$ cat src/shared/nvsctl_pkg.sv
package nvsctl_pkg;
  // ****************************************
  // pin-level timing, in ns and cycles at 50 MHz
  // ****************************************
  localparam int CLK_PERIOD_NS     = 20;
  localparam int ACCESS_TIME_NS    = 45;
  localparam int ACCESS_CYCLES     = (ACCESS_TIME_NS + CLK_PERIOD_NS - 1) / CLK_PERIOD_NS;
  localparam int RECOVER_TIME_NS   = 20;
  localparam int RECOVER_CYCLES    = (RECOVER_TIME_NS + CLK_PERIOD_NS - 1) / CLK_PERIOD_NS;
  localparam int WAKE_TIME_NS      = 20000;
  localparam int WAKE_CYCLES       = (WAKE_TIME_NS + CLK_PERIOD_NS - 1) / CLK_PERIOD_NS;
  localparam int STORE_TIME_NS     = 8000000;
  localparam int STORE_CYCLES      = (STORE_TIME_NS + CLK_PERIOD_NS - 1) / CLK_PERIOD_NS;
  localparam int POST_STORE_NS     = 40;
  localparam int POST_STORE_CYCLES = (POST_STORE_NS + CLK_PERIOD_NS - 1) / CLK_PERIOD_NS;

  // ****************************************
  // special sequence addresses, bits 14..2 matter
  // ****************************************
  localparam logic [15:0] SEQ_A1        = 16'h4E38;
  localparam logic [15:0] SEQ_A2        = 16'hB1C7;
  localparam logic [15:0] SEQ_A3        = 16'h83E0;
  localparam logic [15:0] SEQ_A4        = 16'h7C1F;
  localparam logic [15:0] SEQ_A5        = 16'h703F;
  localparam logic [15:0] SEQ_PFS_OFF   = 16'h8B45;
  localparam logic [15:0] SEQ_PFS_ON    = 16'h4B46;
  localparam logic [15:0] SEQ_STORE     = 16'h8FC0;
  localparam logic [15:0] SEQ_RECALL    = 16'h4C63;
  localparam int          SEQ_LEN       = 6;

  // ****************************************
  // host commands
  // ****************************************
  typedef enum logic [2:0] {
    NVSCTL_CMD_READ,
    NVSCTL_CMD_WRITE,
    NVSCTL_CMD_STORE,
    NVSCTL_CMD_RECALL,
    NVSCTL_CMD_PFS_OFF,
    NVSCTL_CMD_PFS_ON,
    NVSCTL_CMD_SLEEP
  } nvsctl_cmd_t;
endpackage : nvsctl_pkg

$ cat src/nvsctl_host.sv
// Summary of operation
// RULE1 - device stores the array before sleeping once sleep pin falls
// RULE2 - no access is issued while sleep pin is low
// RULE3 - after raising sleep pin, wait the wake delay before any access
// RULE4 - device skips the sleep store when nothing was written
// RULE5 - sleep pin low at power-up only tristates device outputs
// RULE6 - selected only when first select low and second select high
// RULE7 - byte lanes driven per organization; device ignores others
// RULE8 - sequence addresses only matter in bits 14 down to 2
// RULE9 - six consecutive reads in listed order with write strobe high
// RULE10 - five prefix reads return normal array data
// RULE11 - sixth read at 0x8B45 disables power-fail store
// RULE12 - sixth read at 0x4B46 re-enables power-fail store
// RULE13 - a changed power-fail store setting needs a following software store
// RULE14 - initial state: power-fail store enabled, all cells 0x00
// RULE15 - device blocks writes and stores during low voltage
// RULE16 - writes held off for post-store access delay after store or recall
// RULE17 - each sequence read is select-controlled with write strobe high
// RULE18 - sixth read at 0x8FC0 starts a store; device busy for store time
// RULE19 - sixth read at 0x4C63 starts a recall
// RULE20 - any other access inside a sequence aborts it
// RULE21 - after abort, a fresh first-prefix read starts a new sequence
module nvsctl_host
  import nvsctl_pkg::*;
#(
  parameter int ADDR_W      = 21,
  parameter int DATA_W      = 8,
  parameter int LANES       = 1,
  parameter int WAKE_CYC    = WAKE_CYCLES,
  parameter int STORE_CYC   = STORE_CYCLES
) (
  // clock, reset, enable
  input  wire logic              sys_clk_in,
  input  wire logic              resetn_in,
  input  wire logic              clk_en_in,
  // command port
  input  wire logic              cmd_valid_in,
  input  wire nvsctl_cmd_t       cmd_in,
  input  wire logic [ADDR_W-1:0] cmd_addr_in,
  input  wire logic [DATA_W-1:0] cmd_wdata_in,
  input  wire logic [LANES-1:0]  cmd_lanes_n_in,
  input  wire logic              wake_in,
  output logic                   cmd_ready_out,
  output logic                   rsp_valid_out,
  output logic [DATA_W-1:0]      rsp_rdata_out,
  output logic                   asleep_out,
  // device pins
  output logic [ADDR_W-1:0]      mem_addr_out,
  output logic                   chip_select_first_n_out,
  output logic                   chip_select_second_out,
  output logic                   write_n_out,
  output logic                   output_en_n_out,
  output logic [LANES-1:0]       byte_lane_n_out,
  output logic                   sleep_request_n_out,
  input  wire logic [DATA_W-1:0] mem_data_in,
  output logic [DATA_W-1:0]      mem_data_out,
  output logic                   mem_data_oe_n_out,
  input  wire logic              store_busy_n_in
);

  // ****************************************
  // pin synchronisers
  // ****************************************
  logic [DATA_W-1:0] data_meta;
  logic [DATA_W-1:0] data_sync;
  logic              busy_meta;
  logic              busy_sync;

  always_ff @(posedge sys_clk_in or negedge resetn_in) begin
    if (!resetn_in) begin
      data_meta <= '0;
      data_sync <= '0;
      busy_meta <= 1'b1;
      busy_sync <= 1'b1;
    end else if (clk_en_in) begin
      data_meta <= mem_data_in;
      data_sync <= data_meta;
      busy_meta <= store_busy_n_in;
      busy_sync <= busy_meta;
    end
  end

  // ****************************************
  // state machine
  // ****************************************
  typedef enum logic [2:0] {
    NVSCTL_IDLE,
    NVSCTL_ACCESS,
    NVSCTL_GAP,
    NVSCTL_BUSY,
    NVSCTL_SLEEP,
    NVSCTL_WAKE
  } nvsctl_state_t;

  nvsctl_state_t     state;
  nvsctl_state_t     next_state;
  logic [31:0]       count;
  logic [31:0]       next_count;
  logic [2:0]        step;
  logic              seq_mode;
  nvsctl_cmd_t       cur_cmd;
  logic              cur_write;

  // the sixth address of each special command
  wire logic [15:0] last_addr = (cur_cmd == NVSCTL_CMD_STORE)   ? SEQ_STORE :
                                (cur_cmd == NVSCTL_CMD_RECALL)  ? SEQ_RECALL :
                                (cur_cmd == NVSCTL_CMD_PFS_OFF) ? SEQ_PFS_OFF : SEQ_PFS_ON; // RULE11 RULE12 RULE18 RULE19
  // address of the read after the current step; the first read goes out straight from idle
  wire logic [15:0] seq_addr  = (step == 3'd0) ? SEQ_A2 :
                                (step == 3'd1) ? SEQ_A3 :
                                (step == 3'd2) ? SEQ_A4 :
                                (step == 3'd3) ? SEQ_A5 : last_addr; // RULE9
  wire logic        is_seq    = (cmd_in == NVSCTL_CMD_STORE) || (cmd_in == NVSCTL_CMD_RECALL) ||
                                (cmd_in == NVSCTL_CMD_PFS_OFF) || (cmd_in == NVSCTL_CMD_PFS_ON);
  wire logic        last_step = (step == 3'(SEQ_LEN - 1));
  // a sequence holds the port until all six reads are out, so nothing intervenes
  wire logic        accept    = (state == NVSCTL_IDLE) && cmd_valid_in && busy_sync; // RULE16 RULE20
  wire logic        in_seq_gap = (state == NVSCTL_GAP) && seq_mode && !last_step;

  always_comb begin
    next_state = state;
    next_count = count;
    case (state)
      NVSCTL_IDLE: begin
        if (accept) begin
          next_state = (cmd_in == NVSCTL_CMD_SLEEP) ? NVSCTL_SLEEP : NVSCTL_ACCESS; // RULE1
          next_count = 32'(ACCESS_CYCLES);
        end
      end
      NVSCTL_ACCESS: begin
        if (count <= 32'd1) begin
          next_state = NVSCTL_GAP;
          next_count = 32'(RECOVER_CYCLES);
        end else begin
          next_count = count - 32'd1;
        end
      end
      NVSCTL_GAP: begin
        if (count > 32'd1) begin
          next_count = count - 32'd1;
        end else if (in_seq_gap) begin
          next_state = NVSCTL_ACCESS; // RULE9 RULE21
          next_count = 32'(ACCESS_CYCLES);
        end else if (seq_mode && (cur_cmd == NVSCTL_CMD_STORE || cur_cmd == NVSCTL_CMD_RECALL)) begin
          next_state = NVSCTL_BUSY; // RULE13 RULE18 RULE19
          next_count = 32'(STORE_CYC);
        end else begin
          next_state = NVSCTL_IDLE;
        end
      end
      NVSCTL_BUSY: begin
        // wait out store time, then any busy pin plus post-store delay
        if (count > 32'd1) begin
          next_count = count - 32'd1;
        end else if (busy_sync) begin
          next_state = NVSCTL_WAKE; // RULE16
          next_count = 32'(POST_STORE_CYCLES);
        end
      end
      NVSCTL_SLEEP: begin
        if (wake_in) begin
          next_state = NVSCTL_WAKE; // RULE3
          next_count = 32'(WAKE_CYC);
        end
      end
      NVSCTL_WAKE: begin
        if (count > 32'd1) begin
          next_count = count - 32'd1;
        end else begin
          next_state = NVSCTL_IDLE;
        end
      end
      default: begin
        next_state = NVSCTL_IDLE;
        next_count = '0;
      end
    endcase
  end

  always_ff @(posedge sys_clk_in or negedge resetn_in) begin
    if (!resetn_in) begin
      state    <= NVSCTL_IDLE;
      count    <= '0;
    end else if (clk_en_in) begin
      state    <= next_state;
      count    <= next_count;
    end
  end

  // ****************************************
  // command capture and sequence step
  // ****************************************
  always_ff @(posedge sys_clk_in or negedge resetn_in) begin
    if (!resetn_in) begin
      cur_cmd   <= NVSCTL_CMD_READ;
      seq_mode  <= 1'b0;
      cur_write <= 1'b0;
      step      <= '0;
    end else if (clk_en_in) begin
      if (accept) begin
        cur_cmd   <= cmd_in;
        seq_mode  <= is_seq;
        cur_write <= (cmd_in == NVSCTL_CMD_WRITE);
        step      <= '0; // RULE21
      end else if (in_seq_gap && count <= 32'd1) begin
        step      <= step + 3'd1;
      end
    end
  end

  // ****************************************
  // pin drive, all from flip-flops
  // ****************************************
  always_ff @(posedge sys_clk_in or negedge resetn_in) begin
    if (!resetn_in) begin
      mem_addr_out            <= '0;
      chip_select_first_n_out <= 1'b1;
      chip_select_second_out  <= 1'b0;
      write_n_out             <= 1'b1;
      output_en_n_out         <= 1'b1;
      byte_lane_n_out         <= '1;
      sleep_request_n_out     <= 1'b1; // RULE5
      mem_data_out            <= '0;
      mem_data_oe_n_out       <= 1'b1;
    end else if (clk_en_in) begin
      if (next_state == NVSCTL_ACCESS) begin
        if (state == NVSCTL_IDLE && !is_seq) begin
          mem_addr_out    <= cmd_addr_in;
          mem_data_out    <= cmd_wdata_in;
          byte_lane_n_out <= cmd_lanes_n_in; // RULE7
        end else if (seq_mode || (state == NVSCTL_IDLE && is_seq)) begin
          // upper lines don't care, so drive zero above bit 15
          mem_addr_out    <= ADDR_W'(state == NVSCTL_IDLE ? SEQ_A1 : seq_addr); // RULE8
          byte_lane_n_out <= '0;
        end
        chip_select_first_n_out <= 1'b0; // RULE6 RULE17
        chip_select_second_out  <= 1'b1;
        write_n_out             <= !(state == NVSCTL_IDLE ? cmd_in == NVSCTL_CMD_WRITE : cur_write); // RULE9 RULE17
        output_en_n_out         <= (state == NVSCTL_IDLE ? cmd_in == NVSCTL_CMD_WRITE : cur_write);
        mem_data_oe_n_out       <= !(state == NVSCTL_IDLE ? cmd_in == NVSCTL_CMD_WRITE : cur_write);
      end else begin
        chip_select_first_n_out <= 1'b1;
        chip_select_second_out  <= 1'b0;
        write_n_out             <= 1'b1;
        output_en_n_out         <= 1'b1;
        mem_data_oe_n_out       <= 1'b1;
      end
      sleep_request_n_out <= !(next_state == NVSCTL_SLEEP); // RULE1 RULE2
    end
  end

  // ****************************************
  // read response: sequence reads, prefix reads included, give no response
  // ****************************************
  always_ff @(posedge sys_clk_in or negedge resetn_in) begin
    if (!resetn_in) begin
      rsp_valid_out <= 1'b0;
      rsp_rdata_out <= '0;
    end else if (clk_en_in) begin
      rsp_valid_out <= 1'b0;
      if (state == NVSCTL_GAP && count <= 32'd1 && !seq_mode) begin
        rsp_valid_out <= 1'b1;
        rsp_rdata_out <= cur_write ? '0 : data_sync; // RULE10
      end
    end
  end

  // ready only when idle, awake and the device is not busy
  assign cmd_ready_out = (state == NVSCTL_IDLE) && busy_sync; // RULE2 RULE15
  assign asleep_out    = (state == NVSCTL_SLEEP);

endmodule : nvsctl_host

$ cat config.mk
export PLATFORM = sky130hd
export DESIGN_NAME = nvsctl_host
export DESIGN_NICKNAME = d
export VERILOG_FILES = /design/src/shared/nvsctl_pkg.sv /design/src/nvsctl_host.sv
export SDC_FILE = /design/constraint.sdc
export NUM_CORES = 1
export LEC_CHECK = 0
export BUFFER_PORTS_ARGS = -buffer_cell sky130_fd_sc_hd__buf_4
export CORE_MARGIN = 4
export CORE_UTILIZATION = 50
export CTS_BUF_LIST = sky130_fd_sc_hd__clkbuf_16
export DETAILED_ROUTE_END_ITERATION = 8
export MAX_ROUTING_LAYER = met4
export PLACE_DENSITY = 0.83
export SYNTH_ARGS = -nofsm -noshare
export SYNTH_HDL_FRONTEND = slang
export SYNTH_SLANG_ARGS = --single-unit
export TNS_END_PERCENT = 20
$ cat constraint.sdc
create_clock -name sys_clk_in -period 4.59 [get_ports sys_clk_in]
set_clock_uncertainty 0.15 [all_clocks]
set_input_delay 0.2295 -clock sys_clk_in [delete_from_list [all_inputs] [get_ports sys_clk_in]]
set_output_delay 0.2295 -clock sys_clk_in [all_outputs]
set_load 0.005 [all_outputs]
* After elaboration in Yosys (flattened, before gate mapping)
Cells that the tools add are included.
Cells by class: add/sub/neg operators 2, $lt $le $gt $ge 2, eq/ne operators 25, multiplexer cells 42, reduce and logical (&&, ||, !) cells 31
Operators by type and width (number):
- $mux W32 | 9
- $pmux W32 S6 | 1
- $mux W16 | 8
- $mux W21 | 2
- $gt A32 B1 Y1 const B | 1
- $le A32 B1 Y1 const B | 1
- $sub A32 B1 Y32 const B | 1
- $mux W3 | 10
- $eq A3 B2 Y1 const B | 8
- $eq A3 B3 Y1 const B | 8
- $pmux W3 S6 | 1
- $eq A3 B1 Y1 const B | 4
- $logic_and A1 B1 Y1 | 11
- $mux W1 | 8
- $mux W8 | 1
- $logic_not A3 Y1 | 2
- $ne A2 B2 Y1 const B | 3
- $reduce_and A2 Y1 | 3
- $reduce_and A3 Y1 | 2
- $reduce_and A6 Y1 | 1
- $logic_not A1 Y1 | 5
- $logic_or A1 B1 Y1 | 5
- $mux W2 | 2
- $ne A4 B4 Y1 const B | 1
- other kinds (3) | 4
Storage, ports and cells: register bits after elaboration 105, input port bits 47, output and inout port bits 47

* Logic depth before layout (Yosys ltp)
depth in word-level cells 11, depth in mapped cells 10

* Worst setup path before layout
Ideal clock, no wire load.
kind register -> register, start register count[2], end register mem_addr_out[15], setup time 0.125 ns, data arrival time 2.563 ns, path slack 1.752 ns, cell stages (with the launch flop) 8, buffers on the path 1, clock period less this slack 2.838 ns, cell sequence dfrtp_1 -> or4_4 -> or3_4 -> nor3_4 -> nor3_2 -> o211ai_4 -> buf_12 -> mux2_4
On the way: cells in the longest elaborated chain, start to end 5, elaborated cells on any way between the ends 9, classes of those cells 2 x order compare; 1 x eq/ne; 5 x mux; 1 x reduce/logical
Ends and longest elaborated chain:
- from (decl) | line nvsctl_host.sv:97 | logic [31:0] count;
- from (signal assigned) | line nvsctl_host.sv:186 | count <= next_count;
- $gt A32 B1 Y1 or $le A32 B1 Y1 (tied branches)
- $mux W3, on equally long branches
- $pmux W3 S6 * | line nvsctl_host.sv:123 | case (state)
- $eq A3 B1 Y1 * | line nvsctl_host.sv:226 | if (next_state == NVSCTL_ACCESS) begin
- $reduce_and A3 Y1 (no line) *
- to (signal assigned) | line nvsctl_host.sv:228 | mem_addr_out <= cmd_addr_in;
- to (signal assigned) | line nvsctl_host.sv:233 | mem_addr_out <= ADDR_W'(state == NVSCTL_IDLE ? SEQ_A1 : seq_addr);
- to (decl) | line nvsctl_host.sv:48 | output logic [ADDR_W-1:0] mem_addr_out,
Every way passes the cells marked *; elsewhere a longest branch is shown, timed or not. A chain may end at the register's enable or synchronous reset.

* Final worst setup path
start register count[10], end register mem_addr_out[1]
The elaborated chain is that of the path after synthesis.

==> summary.md <==
| Metric | Value |
|---|---|
| Input/output buffers | `93` |
| Area grow syn2layout | `23.80%` |
| Post-CTS Hold Buffers | `27` |
| CP required | `4.69 ns` |
| H-tree depth | `3` |
| Detailed placement HPWL | `a little under 10000 um` |
| Worst Reg2Reg Path Length in Cells | `6` |
| Sequential-to-total area share from yosys stat | `roughly 47%` |
| Adder-cell share of the synthesized area | `roughly 1.6%` |
| Top Family by Delay on Critical Path | `simple AND/OR/NAND/NOR gates` |
| Tcrit/Tclk final | `81.82%` |
| Post-Synthesis Cells | `593` |
| Post-synth ARST share | `between 90% and 100%` |
| Arr. time, crit path | `3.85 ns` |
| Worst min-delay path class | `in -> reg` |
| Final wirelength | `13930 um` |
| Final net count | `roughly 750` |
| # DRC | `0` |
| Startpoint class of the critical path | `flop` |
| Post-Synth XOR/XNOR Area | `less than 1%` |
| EDFF count, synth | `0` |
| Unrepaired setup endpoints after global routing | `false` |
| Main combinational cell family by area after synthesis | `simple AND/OR/NAND/NOR gates` |
| Area of the mapped netlist | `~0.0056 mm^2` |
| Synth Area in Compound Gates | `around 18%` |
| Die area | `between 0.01 and 0.015 mm^2` |
| R2R Path End | `mem_addr_out[1]` |
| Maximum vdd drop | `463.7 uV` |
| Reg2Reg Launch Point | `count[10]` |
| Syn Nets | `around 650` |
| Leak pwr | `between 3 and 4 nW` |
| Min Tclk post-route | `~3.8 ns` |
| Number of global-route vias before repair | `between 4000 and 5000` |
| Final Power | `4.200 mW` |
| Share of post-route cells with drive strength above 1 | `between 20 and 25%` |
| Crit-path max cell delay | `roughly 0.81 ns` |
| Worst path buffer plus inverter count | `0` |
| Worst setup EP type | `flop` |
| Synth unique cells | `between 60 and 70` |
| Setup TNS | `0 ns` |
| Setup bufs post-CTS | `0` |
| Filler cells | `approximately 860` |
| Slew headroom | `between 30% and 40%` |
| CTS tree | `done` |
| Simple-gate area share of the yosys netlist | `around 18%` |
| Final GP Congestion | `roughly 0.94` |
| Clock Tree Root | `clkbuf_16` |
| 1st-pass router iterations | `5` |
| CTS Sinks | `about 110` |
| Cells along the critical path | `nor3_1, nand4_1, nor3_4, nor3_2, o211ai_4, mux2_2` |
| CP Class | `reg -> reg` |
| I/O pins | `between 90 and 100` |
| Die width | `around 110 um` |
| Max Buffers Root-to-Sink | `2` |
| Clock transition at path regs | `0.08 ns` |
| Outcome | `completed` |
| Initial antenna violation count | `1` |
| Final setup viols | `0` |
| Core area | `about 0.011 mm^2` |
| Global-route wire length before repair | `between 20000 and 25000 um` |
| Post-route ant nets | `0` |
| Mux cell area share after synthesis | `between 10% and 20%` |
| Num rows | `38` |
| Max cap viols | `0` |
| Die H | `between 100 and 150 um` |
| Hold Path Cell Cnt | `3` |
| R2R setup slack | `between 0.8 and 0.9 ns` |
| Initial Util | `approximately half` |
| Resize count post-CTS | `0` |
| Initial DRC count | `400` |
| Pwr Density | `600.9 mW/mm^2` |
| Total number of vias | `4866` |
| Hold EP | `mem_addr_out[13]` |
| Vias per std cell | `between 5 and 6` |
| Primary FF master, synth | `dfrtp_1` |
| Remaining global-route overflow | `0` |
| Tot GR Track Use | `between 20 and 25%` |
| Pin count of the biggest net entering global routing | `70` |
| Yosys reg bits | `105` |
| Fmax | `266.3 MHz` |
| Slowest-stage cell, CP | `o211ai_4` |
| Total CTS buffers | `9` |
| Final slew viol count | `0` |
| Avg Inst Size Synth | `between 9 and 10 um^2` |
| Reg area | `0.002636 mm^2` |
| Clock Latency Late Sink | `around 0.36 ns` |
| Hold Startpoint | `cmd_addr_in[13]` |
| Largest fanout on the critical path | `22` |
| Tightest Pin Transition | `around 1 ns` |
| Final Hold Fails | `0` |
| DR WL/cell | `between 15 and 20 um` |
| Synth warnings | `0` |
| Multi-input logic area | `0.002730 mm^2` |
## synthesized netlist by cell type (7+ instances only)
library cell / n / area, um^2
a21oi_1: 31 / 155.2
nand3b_1: 10 / 75.07
nor4_1: 7 / 43.79
inv_1: 37 / 138.9
mux2_2: 31 / 349.1
clkbuf_1: 16 / 60.06
ha_1: 7 / 87.58
o31ai_1: 8 / 60.06
nor3_1: 22 / 110.1
nand2_1: 44 / 165.2
mux2i_1: 17 / 170.2
nor2_1: 58 / 217.7
buf_2: 9 / 45.04
dfrtp_1: 98 / 2452
o21ai_0: 77 / 385.4
nand3_1: 11 / 55.05
dfstp_2: 7 / 183.9
## worst min-delay path, delay by kind of cell
kind                   cells  cell delay, ns
AOI/OAI and AO/OA          1            0.06
muxes                      1            0.12
buffers and inverters      1            0.08
## per-layer routing
layer  part of all wire, %  GRT usage (%)
met4                   1.6          7.047
met1                    42          28.43
met5                     0              -
met3                   6.1          4.968
met2                    51          37.67
## stage by stage
| step | cells | instance area [um^2] | hold slack, ns | worst slack [ns] | util (%) |
|---|---|---|---|---|---|
| 4_1_cts | 844 | 6987 | 0.01753 | 0.9215 | 63.89 |
| 3_3_place_gp | 801 | 6409 | 0.2267 | 1.159 | 58.60 |
| 5_1_grt | 845 | 6989 | 0.04688 | 0.6339 | 63.91 |
| 6_report | 845 | 6989 | 0.02596 | 0.8344 | 63.91 |
| 2_1_floorplan | 593 | 5645 | -0.2161 | 1.752 | - |
| 3_5_place_dp | 801 | 6409 | 0.2456 | 0.9525 | 58.60 |
## where the power goes
| part | switching (mW) | internal (mW) | total, mW |
|---|---|---|---|
| sequential | 0.300 | 1.24 | 1.54 |
| clock | 0.390 | 0.390 | 0.780 |
| combinational | 1.07 | 0.812 | 1.88 |
## layout by cell type, fill, tap and decap left out, types with 6 or more instances in the layout
cell / instances
dfrtp_1: 98
buf_4: 97
o21ai_0: 77
nor2_1: 58
nand2_1: 44
inv_1: 37
a21oi_1: 31
mux2_2: 31
dlygate4sd3_1: 27
nor3_1: 22
mux2i_1: 17
nand3_1: 11
nand3b_1: 10
clkbuf_16: 9
o31ai_1: 8
nor4_1: 7
ha_1: 7
dfstp_2: 7
nand2b_1: 6
a31oi_1: 6
mux2_4: 6
## registers in the layout, summed over array words and instances (netlist names)
name                     flops
cur_write                    1
busy_sync                    1
rsp_rdata_out                8
cur_cmd                      3
rsp_valid_out                1
chip_select_first_n_out      1
mem_addr_out                21
sleep_request_n_out          1
busy_meta                    1
seq_mode                     1
byte_lane_n_out              1
output_en_n_out              1
mem_data_oe_n_out            1
data_meta                    8
step                         3
data_sync                    8
state                        3
count                       32
chip_select_second_out       1
mem_data_out                 8
## worst max-delay path by stage
| stage | startpoint | end | slack (ns) | depth (start not counted) |
|---|---|---|---|---|
| after detailed placement | count[10] | mem_addr_out[1] | 0.95 | 6 |
| after global routing | count[10] | mem_addr_out[1] | 0.63 | 6 |
| final | count[10] | mem_addr_out[1] | 0.83 | 6 |
| after CTS | count[10] | mem_addr_out[1] | 0.92 | 6 |
| after floorplan | count[2] | mem_addr_out[15] | 1.75 | 7 |
| after global placement | count[2] | mem_addr_out[1] | 1.16 | 6 |
## cell type report
type                            instances  area share (%)
Multi-Input combinational cell        422           39.06
Tap cell                              140           2.506
Antenna cell                            1         0.03580
Timing Repair Buffer                  124           14.29
Sequential cell                       105           37.72
Clock inverter                          7           1.182
Clock buffer                            9           3.222
Inverter                               37           1.987
## logic make-up after synthesis
family                     Yosys count
and+or+nand+nor                    198
AOI/OAI and AO/OA                  161
DFF                                105
buffers and inverters               66
muxes                               54
adders and majority gates            7
xor gates and xnor gates             2
Power figures use the tool's default switching activity.
